File: config.mk
export PLATFORM = sky130hd
export DESIGN_NAME = flash_sector_host
export DESIGN_NICKNAME = d
export VERILOG_FILES = /design/src/hw/flash_host_pkg.sv /design/src/hw/flash_sector_host.sv
export SDC_FILE = /design/constraint.sdc
export NUM_CORES = 1
export LEC_CHECK = 0
export ABC_AREA = 1
export BUFFER_PORTS_ARGS = -buffer_cell sky130_fd_sc_hd__buf_2
export CAP_MARGIN = 20
export CORE_UTILIZATION = 50
export CTS_CLUSTER_DIAMETER = 200
export DETAILED_ROUTE_END_ITERATION = 8
export GPL_ROUTABILITY_DRIVEN = 0
export PLACE_DENSITY = 0.73
export REMOVE_ABC_BUFFERS = 1
export SLEW_MARGIN = 10
export SYNTH_ARGS = -nofsm -noshare
export SYNTH_HDL_FRONTEND = slang
export SYNTH_SLANG_ARGS = --single-unit
File: constraint.sdc
create_clock -name sys_clk -period 4.8 [get_ports sys_clk]
set_input_delay 0.72 -clock sys_clk [delete_from_list [all_inputs] [get_ports sys_clk]]
set_output_delay 0.72 -clock sys_clk [all_outputs]
set_load 0.01 [all_outputs]
File: src/hw/flash_host_pkg.sv
`default_nettype none

package flash_host_pkg;

    // -------------------------------------------------------------------
    // pin and counter widths
    // -------------------------------------------------------------------
    localparam int ADDR_W   = 18;
    localparam int CMD_AW   = 15;
    localparam int SECT_W   = 10;
    localparam int TIM_W    = 4;
    localparam int GAP_W    = 13;
    localparam int WC_W     = 21;
    localparam int CNT_W    = 9;

    // -------------------------------------------------------------------
    // timing
    // -------------------------------------------------------------------
    localparam int CLK_PERIOD_NS  = 20;
    localparam int WP_NS          = 200;
    localparam int WPH_NS         = 200;
    localparam int ACC_NS         = 120;
    localparam int OEHP_NS        = 150;
    localparam int LOAD_WIN_US    = 150;
    localparam int PROG_TIME_MS   = 20;
    localparam int WP_CYC   = (WP_NS + CLK_PERIOD_NS - 1) / CLK_PERIOD_NS;
    localparam int WPH_CYC  = (WPH_NS + CLK_PERIOD_NS - 1) / CLK_PERIOD_NS;
    localparam int ACC_CYC  = (ACC_NS + CLK_PERIOD_NS - 1) / CLK_PERIOD_NS;
    localparam int OEHP_CYC = (OEHP_NS + CLK_PERIOD_NS - 1) / CLK_PERIOD_NS;
    localparam int LOAD_WIN_CYC = (LOAD_WIN_US * 1000) / CLK_PERIOD_NS;
    localparam int PROG_TIME_CYC = (PROG_TIME_MS * 1000000) / CLK_PERIOD_NS;
    localparam int LOAD_MARGIN_CYC = 2;

    // -------------------------------------------------------------------
    // sector and command codes
    // -------------------------------------------------------------------
    localparam logic [CNT_W-1:0]  SECTOR_BYTES  = 9'h100;
    localparam logic [CMD_AW-1:0] UNLOCK_ADDR_A = 15'h5555;
    localparam logic [CMD_AW-1:0] UNLOCK_ADDR_B = 15'h2aaa;
    localparam logic [CMD_AW-1:0] LOCK_HI_ADDR  = 15'h5555;
    localparam logic [7:0] UNLOCK_DATA_A = 8'haa;
    localparam logic [7:0] UNLOCK_DATA_B = 8'h55;
    localparam logic [7:0] CODE_PROGRAM  = 8'ha0;
    localparam logic [7:0] CODE_ID_ENTER = 8'h90;
    localparam logic [7:0] CODE_ID_EXIT  = 8'hf0;
    localparam logic [7:0] CODE_LOCK_PRE = 8'h80;
    localparam logic [7:0] CODE_LOCK_LO  = 8'h40;
    localparam logic [7:0] CODE_LOCK_HI  = 8'h60;
    localparam int TOGGLE_BIT = 6;

    typedef enum logic [2:0] {
        OP_READ     = 3'h0,
        OP_ID_READ  = 3'h1,
        OP_PROGRAM  = 3'h2,
        OP_ID_ENTER = 3'h3,
        OP_ID_EXIT  = 3'h4,
        OP_LOCK_LO  = 3'h5,
        OP_LOCK_HI  = 3'h6
    } op_t;

    typedef struct packed {
        op_t               op;
        logic [ADDR_W-1:0] addr;
    } req_t;

    typedef struct packed {
        logic              ce_n;
        logic              oe_n;
        logic              we_n;
        logic [ADDR_W-1:0] addr;
        logic [7:0]        dq;
        logic              dq_oe_n;
    } flash_out_t;

    // -------------------------------------------------------------------
    // command sequence tables
    // -------------------------------------------------------------------
    function automatic logic [2:0] seq_len(input op_t op);
        seq_len = (op == OP_LOCK_LO || op == OP_LOCK_HI) ? 3'h6 : 3'h3;
    endfunction : seq_len

    function automatic logic [CMD_AW-1:0] seq_addr(input op_t op,
                                                   input logic [2:0] idx);
        unique case (idx)
            3'h1, 3'h4: seq_addr = UNLOCK_ADDR_B;
            3'h5: seq_addr = (op == OP_LOCK_HI) ? LOCK_HI_ADDR : UNLOCK_ADDR_A;
            default: seq_addr = UNLOCK_ADDR_A;
        endcase
    endfunction : seq_addr

    function automatic logic [7:0] seq_data(input op_t op,
                                            input logic [2:0] idx);
        unique case (idx)
            3'h0, 3'h3: seq_data = UNLOCK_DATA_A;
            3'h1, 3'h4: seq_data = UNLOCK_DATA_B;
            3'h2:
                unique case (op)
                    OP_ID_ENTER: seq_data = CODE_ID_ENTER;
                    OP_ID_EXIT:  seq_data = CODE_ID_EXIT;
                    OP_PROGRAM:  seq_data = CODE_PROGRAM;
                    default:     seq_data = CODE_LOCK_PRE;
                endcase
            default: seq_data = (op == OP_LOCK_HI) ? CODE_LOCK_HI
                                                   : CODE_LOCK_LO;
        endcase
    endfunction : seq_data

endpackage : flash_host_pkg

`default_nettype wire

File: src/hw/flash_sector_host.sv
`timescale 1ns/1ps
`default_nettype none

// Summary of operation
// - each byte load shows the sector number on the upper address bits.
// - every byte of the sector is loaded unless the load window runs out first.
// - 256 data bytes are written before programming may start, fewer when a gap ends loading.
// - byte loads follow within the load window; longer gaps end loading.
// - only a change of the toggle bit between reads is looked at.
// - status polling keeps one constant address for all reads.
// - commands use eight data lines and fifteen low address bits.
module flash_sector_host #(
    parameter int unsigned LOAD_WINDOW_CYC = flash_host_pkg::LOAD_WIN_CYC,
    parameter int unsigned PROG_TIMEOUT_CYC = flash_host_pkg::PROG_TIME_CYC
) (
    // clock and reset
    input  wire logic                       sys_clk,
    input  wire logic                       rst,
    // request port
    input  wire logic                       req_valid,
    input  wire flash_host_pkg::req_t       req,
    output var  logic                       req_ready,
    output var  logic                       done,
    output var  logic                       err,
    output var  logic [7:0]                 rd_data,
    // sector byte stream
    input  wire logic                       load_valid,
    input  wire logic [7:0]                 load_data,
    output var  logic                       load_ready,
    // flash pins
    output var  flash_host_pkg::flash_out_t flash_o,
    input  wire logic [7:0]                 dq_in
);
    import flash_host_pkg::*;

    typedef enum logic [6:0] {
        ST_IDLE  = 7'b0000001,
        ST_WLOW  = 7'b0000010,
        ST_WHIGH = 7'b0000100,
        ST_LOAD  = 7'b0001000,
        ST_RD    = 7'b0010000,
        ST_RGAP  = 7'b0100000,
        ST_DONE  = 7'b1000000
    } state_t;

    // -------------------------------------------------------------------
    // state
    // -------------------------------------------------------------------
    state_t            state;
    state_t            next_state;
    op_t               op;
    op_t               next_op;
    logic [TIM_W-1:0]  tim;
    logic [TIM_W-1:0]  next_tim;
    logic [2:0]        seq_idx;
    logic [2:0]        next_seq_idx;
    logic [CNT_W-1:0]  byte_cnt;
    logic [CNT_W-1:0]  next_byte_cnt;
    logic [SECT_W-1:0] sector;
    logic [SECT_W-1:0] next_sector;
    logic [ADDR_W-1:0] addr;
    logic [ADDR_W-1:0] next_addr;
    logic [7:0]        dq;
    logic [7:0]        next_dq;
    logic [GAP_W-1:0]  gap;
    logic [GAP_W-1:0]  next_gap;
    logic [WC_W-1:0]   wc;
    logic [WC_W-1:0]   next_wc;
    logic              prev_toggle;
    logic              next_prev_toggle;
    logic              have_prev;
    logic              next_have_prev;
    logic              next_err;
    logic [7:0]        next_rd_data;

    // -------------------------------------------------------------------
    // decode
    // -------------------------------------------------------------------
    wire logic tim_zero    = (tim == '0);
    wire logic seq_more    = (3'(seq_idx + 3'h1) < seq_len(op));
    wire logic is_program  = (op == OP_PROGRAM);
    wire logic sector_full = (byte_cnt == SECTOR_BYTES);
    wire logic gap_over    =
        (gap >= GAP_W'(LOAD_WINDOW_CYC - LOAD_MARGIN_CYC));
    wire logic wc_over     = (wc >= WC_W'(PROG_TIMEOUT_CYC));
    wire logic toggle_now  = dq_in[TOGGLE_BIT];
    wire logic drive_ce    = (next_state == ST_WLOW) || (next_state == ST_RD);
    wire logic drive_dq    =
        (next_state == ST_WLOW) || (next_state == ST_WHIGH);

    // -------------------------------------------------------------------
    // next state
    // -------------------------------------------------------------------
    always_comb
    begin
        next_state       = state;
        next_op          = op;
        next_tim         = tim_zero ? tim : TIM_W'(tim - 1'b1);
        next_seq_idx     = seq_idx;
        next_byte_cnt    = byte_cnt;
        next_sector      = sector;
        next_addr        = addr;
        next_dq          = dq;
        next_wc          = wc_over ? wc : WC_W'(wc + 1'b1);
        next_prev_toggle = prev_toggle;
        next_have_prev   = have_prev;
        next_err         = err;
        next_rd_data     = rd_data;
        unique case (state)
            ST_IDLE:
                if (req_valid)
                begin
                    next_op       = req.op;
                    next_err      = 1'b0;
                    next_seq_idx  = '0;
                    next_byte_cnt = '0;
                    next_sector   = req.addr[ADDR_W-1:ADDR_W-SECT_W];
                    if (req.op == OP_READ)
                    begin
                        next_addr  = req.addr;
                        next_tim   = TIM_W'(ACC_CYC - 1);
                        next_state = ST_RD;
                    end
                    else if (req.op == OP_ID_READ)
                    begin
                        next_addr  = {{(ADDR_W-1){1'b0}},
                                      req.addr[0]};
                        next_tim   = TIM_W'(ACC_CYC - 1);
                        next_state = ST_RD;
                    end
                    else
                    begin
                        // every command opens with the unlock, program too
                        next_addr  =
                            ADDR_W'(seq_addr(req.op, 3'h0));
                        next_dq    = seq_data(req.op, 3'h0);
                        next_tim   = TIM_W'(WP_CYC - 1);
                        next_state = ST_WLOW;
                    end
                end
            ST_WLOW:
                if (tim_zero)
                begin
                    next_tim   = TIM_W'(WPH_CYC - 1);
                    next_state = ST_WHIGH;
                end
            ST_WHIGH:
                if (tim_zero)
                begin
                    if (seq_more)
                    begin
                        next_seq_idx = 3'(seq_idx + 3'h1);
                        // entry, exit, program and lockout steps
                        next_addr  =
                            ADDR_W'(seq_addr(op, next_seq_idx));
                        next_dq    = seq_data(op, next_seq_idx);
                        next_tim   = TIM_W'(WP_CYC - 1);
                        next_state = ST_WLOW;
                    end
                    else if (is_program && !sector_full)
                        next_state = ST_LOAD;
                    else if (is_program)
                    begin
                        // poll at the last loaded address, never moved
                        next_have_prev = 1'b0;
                        next_wc        = '0;
                        next_tim       = TIM_W'(ACC_CYC - 1);
                        next_state     = ST_RD;
                    end
                    else
                        next_state = ST_DONE;
                end
            ST_LOAD:
                if (load_valid)
                begin
                    next_addr     = {sector, byte_cnt[7:0]};
                    next_dq       = load_data;
                    next_byte_cnt = CNT_W'(byte_cnt + 1'b1);
                    next_tim      = TIM_W'(WP_CYC - 1);
                    next_state    = ST_WLOW;
                end
                else if (gap_over)
                begin
                    // source starved: device will program a partial sector
                    next_err       = 1'b1;
                    next_have_prev = 1'b0;
                    next_wc        = '0;
                    next_tim       = TIM_W'(ACC_CYC - 1);
                    next_state     = ST_RD;
                end
            ST_RD:
                if (tim_zero)
                begin
                    next_rd_data = dq_in;
                    if (!is_program)
                        next_state = ST_DONE;
                    else if (have_prev && toggle_now == prev_toggle)
                        next_state = ST_DONE;
                    else
                    begin
                        next_prev_toggle = toggle_now;
                        next_have_prev   = 1'b1;
                        next_tim         = TIM_W'(OEHP_CYC - 1);
                        next_state       = ST_RGAP;
                    end
                end
            ST_RGAP:
                if (wc_over)
                begin
                    next_err   = 1'b1;
                    next_state = ST_DONE;
                end
                else if (tim_zero)
                begin
                    next_tim   = TIM_W'(ACC_CYC - 1);
                    next_state = ST_RD;
                end
            ST_DONE:
                next_state = ST_IDLE;
        endcase
    end

    // falling write strobe to falling write strobe
    assign next_gap = (next_state == ST_WLOW && state != ST_WLOW) ? '0
                    : (gap_over ? gap : GAP_W'(gap + 1'b1));

    // -------------------------------------------------------------------
    // registers
    // -------------------------------------------------------------------
    always_ff @(posedge sys_clk)
    begin
        if (rst)
        begin
            state       <= ST_IDLE;
            op          <= OP_READ;
            tim         <= '0;
            seq_idx     <= '0;
            byte_cnt    <= '0;
            sector      <= '0;
            addr        <= '0;
            dq          <= '0;
            gap         <= '0;
            wc          <= '0;
            prev_toggle <= 1'b0;
            have_prev   <= 1'b0;
            err         <= 1'b0;
            rd_data     <= '0;
            done        <= 1'b0;
            req_ready   <= 1'b0;
            load_ready  <= 1'b0;
            flash_o     <= '{ce_n: 1'b1, oe_n: 1'b1, we_n: 1'b1,
                             addr: '0, dq: '0, dq_oe_n: 1'b1};
        end
        else
        begin
            state       <= next_state;
            op          <= next_op;
            tim         <= next_tim;
            seq_idx     <= next_seq_idx;
            byte_cnt    <= next_byte_cnt;
            sector      <= next_sector;
            addr        <= next_addr;
            dq          <= next_dq;
            gap         <= next_gap;
            wc          <= next_wc;
            prev_toggle <= next_prev_toggle;
            have_prev   <= next_have_prev;
            err         <= next_err;
            rd_data     <= next_rd_data;
            done        <= (next_state == ST_DONE);
            req_ready   <= (next_state == ST_IDLE);
            load_ready  <= (next_state == ST_LOAD);
            flash_o     <= '{ce_n: !drive_ce,
                             oe_n: (next_state != ST_RD),
                             we_n: (next_state != ST_WLOW),
                             addr: next_addr,
                             dq: next_dq,
                             dq_oe_n: !drive_dq};
        end
    end

endmodule : flash_sector_host

`default_nettype wire

Word-level counts from Yosys, hierarchy flattened --
Index checks and enable logic that the tools add are counted. W data, S select, Z words.
Word-level totals: logic and storage cells 184, output and inout bits 42, input bits 41, register bits after elaboration 114
Cells by class: add/sub/neg operators 5, bitwise operators 1, multiplexer cells 82, magnitude comparators 3, reduce and logical (&&, ||, !) cells 29, eq/ne operators 43
Operators by type and width (number):
- $mux W21 | 7
- $mux W7 | 13
- $mux W18 | 5
- $mux W4 | 16
- $pmux W18 S3 | 1
- $pmux W7 S7 | 1
- $mux W8 | 6
- $pmux W8 S3 | 2
- $pmux W21 S2 | 1
- $mux W15 | 2
- $ne A2 B2 Y1 const B | 15
- $pmux W4 S6 | 1
- $add A21 B1 Y21 const B | 1
- $ge A21 B20 Y1 const B | 1
- $pmux W7 S3 | 1
- $mux W9 | 2
- $pmux W9 S2 | 1
- $eq A7 B1 Y1 const B | 2
- $eq A7 B2 Y1 const B | 2
- $eq A7 B3 Y1 const B | 2
- $eq A7 B4 Y1 const B | 2
- $eq A7 B5 Y1 const B | 2
- $eq A7 B7 Y1 const B | 2
- $ne A7 B2 Y1 const B | 2
- other kinds (34) | 73

Longest topological paths before layout --
depth after elaboration 10, depth in mapped cells 17

Least setup slack after synthesis --
No wires, ideal clock.
kind reg-to-reg, start register seq_idx[0], end register gap[10], data required time 4683 ps, buffers on the path 1, arrival 2256 ps, setup slack 2427 ps, period minus slack after synthesis 2373 ps, cell stages (with the launch flop) 17, cell sequence dfxtp_1 > ha_1 > ha_1 > ha_1 > nand2_1 > inv_1 > nand2_1 > nand2_1 > nand3_1 > nand2_1 > nor2_1 > nand3_1 > nor2_2 > nand3_1 > nand2_2 > buf_6 > nor2_2
Between the ends: word-level cells in the longest chain between the ends 8
RTL lines:
- start, declared | RTL line flash_sector_host.sv:55 | logic [2:0] seq_idx;
- start signal, assigned | RTL line flash_sector_host.sv:259 | seq_idx <= next_seq_idx;
- $add A3 B1 Y3 | RTL line flash_sector_host.sv:80 | wire logic seq_more = (3'(seq_idx + 3'h1) < seq_len(op));
- $lt A3 B3 Y1 | RTL line flash_sector_host.sv:80
- $mux W7 | RTL line flash_sector_host.sv:150 | if (seq_more)
- $mux W7 | RTL line flash_sector_host.sv:148 | if (tim_zero)
- $pmux W7 S7 | RTL line flash_sector_host.sv:109 | unique case (state)
- $eq A7 B2 Y1 | RTL line flash_sector_host.sv:224 | assign next_gap = (next_state == ST_WLOW && state != ST_WLOW) ? '0
- $logic_and A1 B1 Y1 | RTL line flash_sector_host.sv:224
- $reduce_or A2 Y1 (no source line)
- end signal, assigned | RTL line flash_sector_host.sv:264 | gap <= next_gap;
- end, declared | RTL line flash_sector_host.sv:65 | logic [GAP_W-1:0] gap;
No other way between the ends. A chain may end at the register's enable or synchronous reset.

Worst setup path in the final report --
start register tim[0], end register gap[1]
Between the ends: word-level cells in the longest chain between the ends 7, elaborated cells between the ends (all ways) 10, those cells by class eq/ne (1); mux (6); reduce/logical (3)
RTL lines:
- start, declared | RTL line flash_sector_host.sv:53 | logic [TIM_W-1:0] tim;
- start signal, assigned | RTL line flash_sector_host.sv:258 | tim <= next_tim;
- $logic_not A4 Y1 (*) | RTL line flash_sector_host.sv:79 | wire logic tim_zero = (tim == '0);
- $mux W7 | RTL line flash_sector_host.sv:213 | else if (tim_zero)
- $mux W7 | RTL line flash_sector_host.sv:208 | if (wc_over)
- $pmux W7 S7 (*) | RTL line flash_sector_host.sv:109
- $eq A7 B2 Y1 (*) | RTL line flash_sector_host.sv:224
- $logic_and A1 B1 Y1 (*) | RTL line flash_sector_host.sv:224
- $reduce_or A2 Y1 (no source line) (*)
Every way passes the cells marked *; elsewhere a longest branch is shown, timed or not.

==> out/results.ini <==
[outcome]
outcome=finished with violations
violations=DRC

[setup_path]
worst-setup-path-type=flip-flop to flip-flop
worstPathCellList=inv_1 > ha_1 > nand2_1 > nor2_1 > inv_1 > nand2_1 > nand2_1 > inv_1 > o21ai_1 > inv_2 > nand2_1 > nor2_1 > nand3_1 > nand2_2 > nor2_1
worstSetupEndpointType=flip-flop
critPathArrivalTime_ns=3.42
crit_path_top_delay_cell=nor2_1
crit_cells=15
crit_required_ns=5.10
cp_top_family=simple AND/OR/NAND/NOR gates
cpPeakStageDelay_ns=0.51
cp_max_fo=16
r2r_cells=15
cp_num_buf_inv=4
cp-start-kind=flip-flop
crit_top_cell=nand2_1

[place]
hpwl_mm=10.0
place_area_sq_mm=0.00650
portBuffers=82
place_ws_ns=1.77

[yosys]
synth_top_cell_by_area=dfxtp_1
ys_ff_latch=114
yosys_warnings=0
synth.area.top_cells=dfxtp_1 (38%), nand2_1 (9.3%), nor2_1 (6.9%)
yosysUniqueCellTypes=42
syn_area_per_cell_sq_um=7.08
synth_cells=851
yosysSeqAreaShare=0.379
synth_top_cell_area_share=0.379
synth_area_sq_mm=0.00602

[timing]
setup_tns_ns=0
hold_violations=0
min_period_over_period=0.651
worstMarginPinSlew_ns=0.663
whs_ns=0.451
rsz0062_at_grt=false
setup_ws_ns=1.68
fmax_mhz=320
period_minus_slack_ns=3.12
clock_skew_ns=0.00957
finalSetupViolations=0
slew_violations=0
slew_headroom=0.556

[floorplan]
initial_core_util=0.521
core_sq_mm=0.0116
die_x_um=112
die_h_um=112
fp-row-count=39
pin_count=83
die_area_sq_mm=0.0125

[cells_and_area]
area_growth_pct=18.3
fin_area_sq_mm=0.00713
layout-drive-gt1-share=0.177
diodes=0
nets=984

[route]
vias_per_cell=5.20
dr.pass1.iters=8
drcViolationCount=3
initialDrtViolationCount=428
wl_per_cell_um=13.1
postRouteWirelength_mm=14.3
drtAntennaViolNets=0
vias=5639

[clocking]
cts.path.max_buffers=2
cts_root_buf=clkbuf_16
clock_latency_ns=0.42
numCtsBuffers=17
hold_buffers=0
clk_pin_slew_worst_paths_ns=0.05
h-tree-depth=4
cts_tree=done
cts.sinks=114
postCtsSetupBuffers=0
cts_resized=0

[flow_run]
drv_cap=0

[power_and_ir_drop]
p_per_area_mw_per_mm2=426
p_leak_nw=3.09
ir_drop_mv=0.305

[global_route]
grt_max_degree=30
track_usage=0.242
grt_pass1_wl_mm=24.5
grt_pass1_vias=5324
grt_overflow=0
antenna_found_initial=1

[hold_path]
hold_depth=2
hold_class=flip-flop to flip-flop

## logic make-up (layout without fill, tap and decap cells)
kind of cell / after synthesis / count (layout) / share of synthesized area
fa+ha+maj: 14 / 14 / 0.0291
simple gates: 384 / 384 / 0.296
compound gates: 173 / 173 / 0.162
flops: 114 / 114 / 0.379
xor+xnor: 30 / 30 / 0.0436
buf+inv: 136 / 227 / 0.0905
## power by group
group / internal, mW / switching (mW)
logic: 0.214 / 0.425
registers: 1.04 / 0.0528
clock network: 0.881 / 0.431
total: 2.13 / 0.909
## cell usage after synthesis (all sizes together)
cell type,number
nor3b,4
buf,11
nand2,155
o21ai,65
nand4,14
xnor2,7
nor4,7
o211ai,2
o221ai,7
a31oi,18
and2,1
a21oi,66
a41oi,2
nor3,23
inv,110
clkinv,1
o21bai,2
o31ai,3
a211oi,8
ha,14
or2,1
xor2,23
nor2,136
nand3,42
clkbuf,14
and3,1
dfxtp,114
## through the flow
step / std cells / power, mW / util
2_1_floorplan: 826 / 1.54 / -
3_3_place_gp: 1053 / 1.71 / 0.562
3_5_place_dp: 1053 / 1.72 / 0.562
4_1_cts: 1085 / 3.04 / 0.616
5_1_grt: 1085 / 3.20 / 0.616
6_report: 1085 / 3.04 / 0.616
## cell type report
cell class | count | area (sq um)
fill | 1093 | 4440
multi-input combinational | 601 | 3200
sequential | 114 | 2280
clock buffer | 23 | 498
timing repair buffer | 84 | 425
inverter | 111 | 419
tap | 143 | 179
clock inverter | 9 | 126
## worst paths after layout
path	startpoint	end	slack, ns
worst min-delay path	sector[1]	sector[1]	0.45
worst max-delay path	tim[0]	gap[1]	1.68
worst min register to register	sector[1]	sector[1]	0.45
worst max register to register	tim[0]	gap[1]	1.68
## placed cells by master, fill, tap and decap left out, types with 5 or more instances in the layout
master and n:
nand4_1 12, dfxtp_1 114, buf_2 82, nor3_1 20
inv_2 9, nand2_1 149, ha_1 14, clkbuf_8 5
nor2_1 111, nand3_1 40, nor2_4 6, o221ai_1 7
a31oi_1 18, o21ai_1 6, nor4_1 7, xnor2_1 7
nor2_2 17, a211oi_1 8, o21ai_0 58, a21oi_1 64
clkbuf_16 17, xor2_1 23, inv_1 100
## registers in the layout, summed over array words and instances, names as in the netlist
| signal | count |
|---|---|
| addr | 18 |
| tim | 4 |
| err | 1 |
| sector | 10 |
| done | 1 |
| prev_toggle | 1 |
| byte_cnt | 9 |
| gap | 13 |
| have_prev | 1 |
| seq_idx | 3 |
| dq | 8 |
| wc | 21 |
| op | 3 |
| flash_o | 4 |
| load_ready | 1 |
| state | 7 |
| rd_data | 8 |
| req_ready | 1 |
## worst register-to-register path, stage by stage, from the launching register on
cell and delay, ns:
dfxtp_1 0.31, inv_1 0.10, ha_1 0.21, nand2_1 0.09, nor2_1 0.52, inv_1 0.43, nand2_1 0.24, nand2_1 0.07
inv_1 0.06, o21ai_1 0.09, inv_2 0.06, nand2_1 0.06, nor2_1 0.19, nand3_1 0.18, nand2_2 0.33, nor2_1 0.07
## per-layer routing
layer  share of wire  up-vias  global-route usage
met5         0.00070        -                   0
met1            0.48     2507               0.318
met4           0.018        2              0.0991
li1                -     2956                   -
met2            0.45      148               0.378
met3           0.053       26              0.0642
Note: power is estimated with default switching activity, not from simulation.
